## config.mk

```make
export PLATFORM = sky130hd
export DESIGN_NAME = flash_id_secreg
export DESIGN_NICKNAME = d
export VERILOG_FILES = /design/src/flash_id_pkg.sv /design/src/flash_id_secreg.sv /design/src/param_table_mem.sv
export VERILOG_INCLUDE_DIRS = /design/src /design/src/src
export SDC_FILE = /design/constraint.sdc
export NUM_CORES = 2
export LEC_CHECK = 0
export BUFFER_PORTS_ARGS = -buffer_cell sky130_fd_sc_hd__buf_4
export CORE_ASPECT_RATIO = 1.4
export CORE_MARGIN = 2
export CORE_UTILIZATION = 40
export DETAILED_ROUTE_END_ITERATION = 16
export SLEW_MARGIN = 20
export SYNTH_ARGS = -nofsm -noshare
export SYNTH_HDL_FRONTEND = slang
export SYNTH_HIERARCHICAL = 1
export SYNTH_SLANG_ARGS = --single-unit
```

## constraint.sdc

```tcl
create_clock -name clk -period 3.4 [get_ports clk]
set_input_delay 0.51 -clock clk [delete_from_list [all_inputs] [get_ports clk]]
set_output_delay 0.51 -clock clk [all_outputs]
set_load 0.01 [all_outputs]
```

## src/flash_id_consts.svh

```systemverilog
// constants for the identification and security-area erase decoder
`ifndef FLASH_ID_CONSTS_SVH
`define FLASH_ID_CONSTS_SVH

`define OP_MFR_ID_SINGLE 8'h90
`define OP_MFR_ID_DUAL 8'h92
`define OP_MFR_ID_QUAD 8'h94
`define OP_UNIQUE_ID 8'h4B
`define OP_STD_ID 8'h9F
`define OP_PARAM_TABLE 8'h5A
`define OP_AREA_ERASE 8'h44

`define OPCODE_CLOCKS 6'd8
`define ADDR_CLOCKS_SINGLE 6'd24
`define ADDR_CLOCKS_DUAL 6'd16
`define ADDR_CLOCKS_QUAD 6'd12
`define DUMMY_CLOCKS_UID 6'd32
`define ADDR_DUMMY_CLOCKS_TABLE 6'd32

`define LEN_MFR_DEV 7'd16
`define LEN_STD_ID 7'd24
`define LEN_UID 7'd64
`define LEN_TABLE_BYTE 7'd8

`define AREA_HIGH_ZERO 8'h00
`define AREA_MID_ZERO 4'h0
`define AREA_SEL_FIRST 4'h1
`define AREA_SEL_LAST 4'h3

`define OE_SINGLE 4'h2
`define OE_DUAL 4'h3
`define OE_QUAD 4'hF
`define OE_NONE 4'h0

`endif

```

## src/flash_id_pkg.sv

```systemverilog
// types for the identification and security-area erase decoder
package flash_id_pkg;

	typedef enum logic [2:0] {
		st_cmd = 3'h0,
		st_addr = 3'h1,
		st_data = 3'h3,
		st_armed = 3'h2,
		st_skip = 3'h6
	} state_type;

	typedef enum logic [1:0] {
		lane_single = 2'h0,
		lane_dual = 2'h1,
		lane_quad = 2'h2
	} lane_type;

endpackage

```

## src/flash_id_secreg.sv

```systemverilog
// serial flash identification reads and security-area erase decoder
`timescale 1ns/100ps
`default_nettype none
`include "flash_id_consts.svh"

// Operation
// - 90h, zero address, mfr/dev codes single
// - 92h, two bits per clock in and out
// - 94h, four dummy clocks, quad in/out
// - multi-wire ids repeat until chip select
// - 4Bh, four dummy bytes, 64-bit number
// - 9Fh returns maker, type, capacity bytes
// - 5Ah, address, eight dummies, then table
// - three independent 256-byte security areas
// - erase only with write latch set
// - area select in A15-A12, rest zero; A7-A0 are not checked
// - chip select must rise after 24th bit
// - erase busy while self-timed cycle runs
// - write latch cleared when erase completes
// - lock bit set forbids that area's erase
module flash_id_secreg #(
	parameter int unsigned erase_cycles = 50000,
	parameter logic [7:0] mfr_code = 8'h5C, // arbitrary value
	parameter logic [7:0] device_code = 8'h11, // arbitrary value
	parameter logic [7:0] mem_type = 8'h22, // arbitrary value
	parameter logic [7:0] capacity = 8'h33, // arbitrary value
	parameter logic [63:0] unique_id = 64'h0123_4567_89AB_CDEF // arbitrary
) (
	input wire logic clk,
	input wire logic reset,
	input wire logic cs_n,
	input wire logic sclk,
	input wire logic [3:0] io_in,
	output logic [3:0] io_out,
	output logic [3:0] io_oe,
	input wire logic wel_set,
	input wire logic [2:0] lock_set,
	input wire logic table_wr_en,
	input wire logic [7:0] table_wr_addr,
	input wire logic [7:0] table_wr_data,
	output logic write_latch_flag,
	output logic [2:0] area_lock_bits,
	output logic busy,
	output logic erase_pulse,
	output logic [1:0] erase_area
);

	logic cs_s1_q, cs_s2_q, cs_s3_q;
	logic sclk_s1_q, sclk_s2_q, sclk_s3_q;
	logic [3:0] io_s1_q, io_s2_q;
	logic sclk_rise, sclk_fall, cs_rise, deselected;

	flash_id_pkg::state_type state_q;
	flash_id_pkg::lane_type in_lane_q, out_lane_q;
	logic [7:0] op_q;
	logic [7:0] op_next;
	logic [5:0] cnt_q;
	logic [5:0] need_q;
	logic [31:0] sh_q;
	logic [31:0] sh_next;
	logic [23:0] erase_addr_q;
	logic [7:0] tbl_addr_q;
	logic [7:0] tbl_rd_data;

	logic [63:0] word_q;
	logic [63:0] fresh;
	logic [63:0] cur;
	logic [6:0] len;
	logic [6:0] out_cnt_q;
	logic [6:0] step;

	logic [31:0] erase_cnt_q;
	logic area_ok;
	logic [3:0] area_sel;

	// link pins cross into clk through two stages; edges use later stages
	always_ff @(posedge clk) begin
		if (reset) begin
			cs_s1_q <= 1'b1;
			cs_s2_q <= 1'b1;
			cs_s3_q <= 1'b1;
			sclk_s1_q <= 1'b0;
			sclk_s2_q <= 1'b0;
			sclk_s3_q <= 1'b0;
			io_s1_q <= 4'h0;
			io_s2_q <= 4'h0;
		end else begin
			cs_s1_q <= cs_n;
			cs_s2_q <= cs_s1_q;
			cs_s3_q <= cs_s2_q;
			sclk_s1_q <= sclk;
			sclk_s2_q <= sclk_s1_q;
			sclk_s3_q <= sclk_s2_q;
			io_s1_q <= io_in;
			io_s2_q <= io_s1_q;
		end
	end

	assign deselected = cs_s2_q;
	assign sclk_rise = sclk_s2_q & ~sclk_s3_q & ~cs_s2_q;
	assign sclk_fall = ~sclk_s2_q & sclk_s3_q & ~cs_s2_q;
	assign cs_rise = cs_s2_q & ~cs_s3_q;

	assign op_next = {op_q[6:0], io_s2_q[0]};

	// address bits enter on the lanes of the current command
	always_comb begin
		case (in_lane_q)
		flash_id_pkg::lane_quad: sh_next = {sh_q[27:0], io_s2_q};
		flash_id_pkg::lane_dual: sh_next = {sh_q[29:0], io_s2_q[1:0]};
		default: sh_next = {sh_q[30:0], io_s2_q[0]};
		endcase
	end

	// command decoder, sampled on rising link clock
	always_ff @(posedge clk) begin
		if (reset || deselected) begin
			state_q <= flash_id_pkg::st_cmd;
			cnt_q <= 6'd0;
			need_q <= 6'd0;
			op_q <= 8'h00;
			sh_q <= 32'h0000_0000;
			in_lane_q <= flash_id_pkg::lane_single;
			out_lane_q <= flash_id_pkg::lane_single;
		end else if (sclk_rise) begin
			case (state_q)
			flash_id_pkg::st_cmd: begin
				op_q <= op_next;
				cnt_q <= cnt_q + 6'd1;
				if (cnt_q == `OPCODE_CLOCKS - 6'd1) begin
					cnt_q <= 6'd0;
					state_q <= flash_id_pkg::st_addr;
					in_lane_q <= flash_id_pkg::lane_single;
					out_lane_q <= flash_id_pkg::lane_single;
					if (busy) begin
						state_q <= flash_id_pkg::st_skip;
					end else begin
						case (op_next)
						`OP_MFR_ID_SINGLE: need_q <= `ADDR_CLOCKS_SINGLE;
						`OP_MFR_ID_DUAL: begin
							need_q <= `ADDR_CLOCKS_DUAL;
							in_lane_q <= flash_id_pkg::lane_dual;
							out_lane_q <= flash_id_pkg::lane_dual;
						end
						`OP_MFR_ID_QUAD: begin
							need_q <= `ADDR_CLOCKS_QUAD;
							in_lane_q <= flash_id_pkg::lane_quad;
							out_lane_q <= flash_id_pkg::lane_quad;
						end
						`OP_UNIQUE_ID: need_q <= `DUMMY_CLOCKS_UID;
						`OP_PARAM_TABLE: need_q <= `ADDR_DUMMY_CLOCKS_TABLE;
						`OP_AREA_ERASE: need_q <= `ADDR_CLOCKS_SINGLE;
						`OP_STD_ID: state_q <= flash_id_pkg::st_data;
						default: state_q <= flash_id_pkg::st_skip;
						endcase
					end
				end
			end
			flash_id_pkg::st_addr: begin
				// dual/quad address and mode byte are counted, not checked
				sh_q <= sh_next;
				cnt_q <= cnt_q + 6'd1;
				if (cnt_q == need_q - 6'd1) begin
					if (op_q == `OP_AREA_ERASE) begin
						state_q <= flash_id_pkg::st_armed;
					end else begin
						state_q <= flash_id_pkg::st_data;
					end
				end
			end
			// an extra clock after the last address bit cancels the erase
			flash_id_pkg::st_armed: state_q <= flash_id_pkg::st_skip;
			default: state_q <= state_q;
			endcase
		end
	end

	// start byte of the table and the erase target, caught at the last address or dummy clock
	always_ff @(posedge clk) begin
		if (reset) begin
			tbl_addr_q <= 8'h00;
			erase_addr_q <= 24'h00_0000;
		end else if (sclk_rise && state_q == flash_id_pkg::st_addr &&
				cnt_q == need_q - 6'd1) begin
			tbl_addr_q <= sh_next[15:8];
			erase_addr_q <= sh_next[23:0];
		end else if (sclk_fall && state_q == flash_id_pkg::st_data &&
				out_cnt_q == 7'd0 && op_q == `OP_PARAM_TABLE) begin
			tbl_addr_q <= tbl_addr_q + 8'h01; // wraps within the table
		end
	end

	param_table_mem #(
		.addr_width(8),
		.data_width(8)
	) table_mem (
		.clk(clk),
		.wr_en(table_wr_en),
		.wr_addr(table_wr_addr),
		.wr_data(table_wr_data),
		.rd_addr(tbl_addr_q),
		.rd_data(tbl_rd_data)
	);

	// next pattern; the table read has several clk cycles before the fall
	always_comb begin
		case (op_q)
		`OP_STD_ID: begin
			fresh = {mfr_code, mem_type, capacity, 40'h00_0000_0000};
			len = `LEN_STD_ID;
		end
		`OP_UNIQUE_ID: begin
			fresh = unique_id;
			len = `LEN_UID;
		end
		`OP_PARAM_TABLE: begin
			fresh = {tbl_rd_data, 56'h00_0000_0000_0000};
			len = `LEN_TABLE_BYTE;
		end
		default: begin
			fresh = {mfr_code, device_code, 48'h0000_0000_0000};
			len = `LEN_MFR_DEV;
		end
		endcase
		case (out_lane_q)
		flash_id_pkg::lane_quad: step = 7'd4;
		flash_id_pkg::lane_dual: step = 7'd2;
		default: step = 7'd1;
		endcase
		cur = (out_cnt_q == 7'd0) ? fresh : word_q;
	end

	// output shifter, driven on the falling link clock; patterns repeat
	always_ff @(posedge clk) begin
		if (reset || deselected) begin
			word_q <= 64'h0000_0000_0000_0000;
			out_cnt_q <= 7'd0;
			io_out <= 4'h0;
			io_oe <= `OE_NONE;
		end else if (sclk_fall && state_q == flash_id_pkg::st_data) begin
			word_q <= cur << step;
			out_cnt_q <= ((out_cnt_q == 7'd0) ? len : out_cnt_q) - step;
			case (out_lane_q)
			flash_id_pkg::lane_quad: begin
				io_out <= cur[63:60];
				io_oe <= `OE_QUAD;
			end
			flash_id_pkg::lane_dual: begin
				io_out <= {2'b00, cur[63:62]};
				io_oe <= `OE_DUAL;
			end
			default: begin
				io_out <= {2'b00, cur[63], 1'b0};
				io_oe <= `OE_SINGLE;
			end
			endcase
		end
	end

	assign area_sel = erase_addr_q[15:12];
	assign area_ok = (erase_addr_q[23:16] == `AREA_HIGH_ZERO) &&
		(erase_addr_q[11:8] == `AREA_MID_ZERO) &&
		(area_sel >= `AREA_SEL_FIRST) && (area_sel <= `AREA_SEL_LAST);

	// lock bits only ever gain ones; reset clears the local copy
	always_ff @(posedge clk) begin
		if (reset) begin
			area_lock_bits <= 3'b000;
		end else begin
			area_lock_bits <= area_lock_bits | lock_set;
		end
	end

	// self-timed erase of one area
	always_ff @(posedge clk) begin
		if (reset) begin
			busy <= 1'b0;
			erase_cnt_q <= 32'h0000_0000;
			erase_pulse <= 1'b0;
			erase_area <= 2'b00;
		end else begin
			erase_pulse <= 1'b0;
			if (busy) begin
				erase_cnt_q <= erase_cnt_q - 32'h0000_0001;
				if (erase_cnt_q == 32'h0000_0000) begin
					busy <= 1'b0;
				end
			end else if (cs_rise && state_q == flash_id_pkg::st_armed &&
					write_latch_flag && area_ok &&
					!area_lock_bits[area_sel[1:0] - 2'd1]) begin
				busy <= 1'b1;
				erase_cnt_q <= erase_cycles - 32'h0000_0001;
				erase_pulse <= 1'b1;
				erase_area <= area_sel[1:0];
			end
		end
	end

	// write latch: a set in the finishing cycle wins over the clear
	always_ff @(posedge clk) begin
		if (reset) begin
			write_latch_flag <= 1'b0;
		end else if (wel_set) begin
			write_latch_flag <= 1'b1;
		end else if (busy && erase_cnt_q == 32'h0000_0000) begin
			write_latch_flag <= 1'b0;
		end
	end

endmodule // flash_id_secreg

`default_nettype wire

```

## src/param_table_mem.sv

```systemverilog
// parameter table storage with registered read data
`timescale 1ns/100ps
`default_nettype none

module param_table_mem #(
	parameter int addr_width = 8,
	parameter int data_width = 8
) (
	input wire logic clk,
	input wire logic wr_en,
	input wire logic [addr_width-1:0] wr_addr,
	input wire logic [data_width-1:0] wr_data,
	input wire logic [addr_width-1:0] rd_addr,
	output logic [data_width-1:0] rd_data
);

	logic [data_width-1:0] mem [0:(1<<addr_width)-1];

	always_ff @(posedge clk) begin
		if (wr_en) begin
			mem[wr_addr] <= wr_data;
		end
		rd_data <= mem[rd_addr];
	end

endmodule // param_table_mem

`default_nettype wire

```

# After elaboration in Yosys (flattened, before gate mapping)
# Memory sizes are Yosys's and may differ from the RTL's. A register that Yosys moved wholly into a read port is not among the register bits.
# Cells that the tools add are included.
# op_classes
add_sub_neg,6
n_lt_le_gt_ge,3
n_eq_ne,20
shifts,1
muxes,32
bitwise,11
reduce_logical,37
# op_table
op,n
$pmux 64 s3,1
$mux 32,2
$mux 64,1
$shl 64x7->64,1
$eq 8x7->1 const B,6
$pmux 24 s2,1
$eq 8x8->1 const B,5
$logic_not 32->1,1
$sub 32x1->32 const B,1
$pmux 6 s4,1
$pmux 7 s3,1
$mux 8,2
$pmux 4 s2,2
$logic_and 1x1->1,13
$pmux 3 s2,2
$pmux 6 s2,1
$mux 1,9
$mux 3,3
$pmux 3 s3,1
$add 8x1->8 const B,1
$logic_not 8->1,1
$reduce_and 2->1,4
$reduce_bool 2->1,4
$logic_not 7->1,1
33 further kinds,45
# totals
ff_bits,213
ram_bits,2048
input_bits,29
out_inout_bits,16
n_memories,1
# mem_list
memory,words,width,read_ports,rd_ports_with_merged_regs,write_ports,line_no,source
table_mem.mem,256,8,1,1,1,param_table_mem.sv:17,logic [data_width-1:0] mem [0:(1<<addr_width)-1];

# Logic depth before layout (Yosys ltp)
# logic_depth
depth_word,8
mapped_depth,12
mapped_depth_nobuf,10

# Modules after synthesis
# Netlist, hierarchy kept.
# modules_own_cells
mod,n_inst,cells_per_inst,area_per_inst_um2,seq_area_each_um2
param_table_mem,1,3733,79556.3,61659.1
flash_id_secreg,1,1427,11747.5,4043.9

# Worst setup path after synthesis
# Ideal clock, no wire load.
# synth_timing
kind,reg-to-reg
start,reg out_lane_q[0]
end,reg word_q[50]
setup_time_ps,70
t_arrival_ps,2598
required_time_ps,3330
setup_slack_ps,733
stages_incl_launch_ff,11
period_less_slack_ps,2667
path_cell_list,dfxtp_1 -> inv_1 -> ha_1 -> clkbuf_1 -> clkbuf_1 -> clkbuf_1 -> nand2_1 -> o2bb2ai_1 -> a21oi_1 -> mux4_2 -> a21oi_1
# synth_between
elab_chain_len,3
# synth_rtl
item,line_no,source
"start, declared",flash_id_secreg.sv:54,"flash_id_pkg::lane_type in_lane_q, out_lane_q;"
"start signal, assigned",flash_id_secreg.sv:124,out_lane_q <= flash_id_pkg::lane_single;
"start signal, assigned",flash_id_secreg.sv:134,out_lane_q <= flash_id_pkg::lane_single;
"start signal, assigned",flash_id_secreg.sv:143,out_lane_q <= flash_id_pkg::lane_dual;
$eq 2x1->1 or $eq 2x2->1 (tied branches),flash_id_secreg.sv:225,case (out_lane_q)
$pmux 3 s2 *,flash_id_secreg.sv:225,
$shl 64x7->64 *,flash_id_secreg.sv:241,word_q <= cur << step;
"end signal, assigned",flash_id_secreg.sv:241,
"end, declared",flash_id_secreg.sv:65,logic [63:0] word_q;
# Every way passes the cells marked *; elsewhere a longest branch is shown, timed or not.
# A chain may end at the register's enable or synchronous reset.

==> impl_metrics.json <==
{
  "slew_headroom_pct": 34.0,
  "cp_max_fo": 25,
  "vias_per_cell": 5.77,
  "yosys.cell_count.top_type": "edfxtp_1",
  "vias": 50500,
  "status": "finished, final reports clean",
  "antenna_found_initial": 7,
  "ctsLongestPathBuffers": 4,
  "drt-pass1-iter-count": 6,
  "dr_wl_met2_mm": 126,
  "dp.final_hpwl_mm": 152,
  "crit_start": "tbl_addr_q[0]",
  "routed.top_layer": "met5",
  "cts_tree": "built",
  "clkTransAtPathRegs_ns": 0.07,
  "period_minus_slack_ns": 3.34,
  "synth_top_cells_by_area": "edfxtp_1 67%, mux4_2 12%, dfxtp_1 4.6%",
  "hold_depth": 1,
  "whs_ns": 0.0588,
  "fmaxAchievable_mhz": 299,
  "io_buffers": 44,
  "wire_per_inst_um": 27.4,
  "synth-compound-area-share_pct": 6.26,
  "route.met3.wl_mm": 12.9,
  "synth_edf_count": 2048,
  "rsz0062_at_grt": "true",
  "drive_above_1_share_pct": 25.0,
  "cellLeakagePower_nw": 32.1,
  "cap_viol_max_count": 0,
  "first_iter_violations": 5410,
  "drc": 0,
  "gp_congestion": 0.845,
  "rows": 207,
  "htreeDepth": 4,
  "syn_to_final_growth_pct": 15.2,
  "fin_crit_sh_pct": 98.3,
  "path_class": "flip-flop to flip-flop",
  "nets": 5594,
  "post_synth.cell_area_avg_sq_um": 17.7,
  "worstMarginPinSlew_ns": 0.987,
  "grt_max_degree": 104,
  "synth-seq-cells": 2258,
  "holdCritStartpoint": "table_wr_data[2]",
  "yosys.cell_types.count": 96,
  "finalHoldViolCount": 0,
  "setup_viol": 0,
  "synth_area_leader_cell": "edfxtp_1",
  "synthesis.area_sq_um": 91300,
  "ys_warn_count": 6,
  "finalMaxSlewViolations": 0,
  "grt_overflow": 0,
  "start_util_pct": 40.2,
  "worst_setup_path_end_kind": "flip-flop",
  "cts_root_buf": "clkbuf_16",
  "ir_drop_uv": 391,
  "mappedNetlistNets": 5204,
  "die_area_sq_um": 232000,
  "power_per_cell_area_nw_per_um2": 526,
  "synth-simple-area-share_pct": 4.90,
  "finClkSkew_ns": 0.0573,
  "synthMuxAreaShare_pct": 14.2,
  "r2r_cells": 10,
  "grt_usage_pct": 20.3,
  "final_util_pct": 46.3,
  "wl_met1_mm": 92.2,
  "final_antenna_net_count": 0,
  "cp-start-kind": "flip-flop",
  "die_x_um": 408,
  "clock-sinks": 2258,
  "postCtsSetupRepairBufs": 0,
  "die_height_um": 569,
  "hold_class": "primary input to flip-flop",
  "cts_buffers": 215,
  "tns_ns": 0,
  "seq_area_sq_um": 65700,
  "synth_xor_xnor_area_share_pct": 0.144,
  "pre_cts_ws_ns": -0.315,
  "multi_input_area_sq_um": 23800,
  "insertion_delay_ns": 0.88,
  "coreArea_sq_um": 227000,
  "rr_startpoint": "tbl_addr_q[0]",
  "ys_seq_area_share_pct": 72.0,
  "grt_pass1_wl_mm": 351,
  "synth_fa_ha_area_share_pct": 0.214,
  "worst_slack_ns": 0.0583,
  "grt_pass1_vias": 51300,
  "crit_required_ns": 4.15,
  "ys_top_cells_by_count": "2048 x edfxtp_1, 484 x mux4_2, 414 x nor2_1, 238 x a21oi_1, 218 x clkbuf_1",
  "wl_mm": 240,
  "arrival_ns": 4.09,
  "synth_top_family_by_area": "multiplexers",
  "synthCells": 5160,
  "ys_dominant_reg_cell": "edfxtp_1",
  "synth_top_area_share_pct": 67.4,
  "io_pins": 45,
  "n_fill_cell": 19100,
  "async_flop_share_pct": 0
}
metrics by stage:
step / cells / total power [mW] / cell area (sq um)
5_1_grt: 8746 / 56.8 / 105000
3_5_place_dp: 8351 / 31.7 / 97800
2_1_floorplan: 5160 / 31.0 / 91300
4_1_cts: 8744 / 55.8 / 105000
3_3_place_gp: 8351 / 31.6 / 97800
6_report: 8747 / 55.4 / 105000
cells in the final DEF, fill, tap and decap left out, drive strengths merged, types with 15 or more instances in the layout:
master / count
a31oi: 15
mux2i: 175
clkinv: 86
nand2b: 20
a221oi: 24
nor4: 43
clkbuf: 258
o21ai: 118
nand3: 69
mux4: 486
nand2: 178
buf: 520
inv: 30
nor2b: 44
a22oi: 173
mux2: 26
a211oi: 52
o22ai: 31
o211ai: 30
dfxtp: 210
bufinv: 27
a21oi: 238
o221ai: 48
or2: 15
edfxtp: 2048
nor2: 416
or3: 17
nand4: 18
nor3: 55
area by class of cell:
cell class	instances	area share [%]
Tap cell	3030	3.61
Timing Repair Buffer	536	4.45
Clock inverter	129	1.35
Clock buffer	253	5.36
Inverter	28	0.100
Multi-Input combinational cell	2511	22.6
Sequential cell	2258	62.5
Antenna cell	2	0.00476
worst paths after layout:
path / end / slack (ns)
worst min register to register: cs_s2_q / 0.41
worst min-delay path: table_mem/mem[134][2] / 0.06
worst max register to register: table_mem/rd_data[2] / 0.06
worst max-delay path: table_mem/rd_data[2] / 0.06
state kept, by name, summed over array words and instances, names as in the netlist, 2 cells and up:
signal and count:
table_mem/mem 2048, erase_area 2, io_oe 3, area_lock_bits 3
out_cnt_q 7, erase_cnt_q 32, io_s1_q 4, table_mem/rd_data 8
out_lane_q 2, io_out 4, word_q 64, state_q 3
io_s2_q 4, need_q 4, tbl_addr_q 8, erase_addr_q 16
sh_q 23, cnt_q 6, op_q 8
routing by layer:
layer	vias up	global-route usage (%)
li1	21700	-
met1	26700	25.0
met2	1664	36.7
met3	423	2.62
met4	10	6.94
met5	-	0
what timing repair did:
action	CTS	global route
resized for setup	15	8
hold buffers	11	0
pin swaps	0	1
cloned	0	1
endpoints found under the hold margin	16	0
setup endpoints to repair	8	5
logic make-up (layout without fill, tap and decap cells):
group,Yosys count,count (layout)
flip-flops,2258,2258
AND/OR/NAND/NOR,944,944
AO/OA/AOI/OAI,850,850
multiplexers,687,687
buffers and inverters,391,946
adder cells (fa/ha/maj),15,15
XOR/XNOR,15,15
other,0,2
worst max-delay path, cell delays in order (launching register included):
cell and delay, ns:
dfxtp_4 0.38, buf_12 0.17, buf_12 0.26, buf_12 0.27
buf_12 0.25, mux4_2 0.53, a22oi_1 0.37, a21oi_1 0.18
nor4_4 0.48, buf_4 0.22, nor4_2 0.04
power breakdown:
group / leakage (nW) / total, mW / switching (mW) / internal [mW]
clock: 3.43 / 24.3 / 10.4 / 13.9
sequential: 20.1 / 30.3 / 0.0199 / 30.3
combinational: 8.60 / 0.750 / 0.611 / 0.139
No activity file was read; power rests on OpenSTA's default activity.
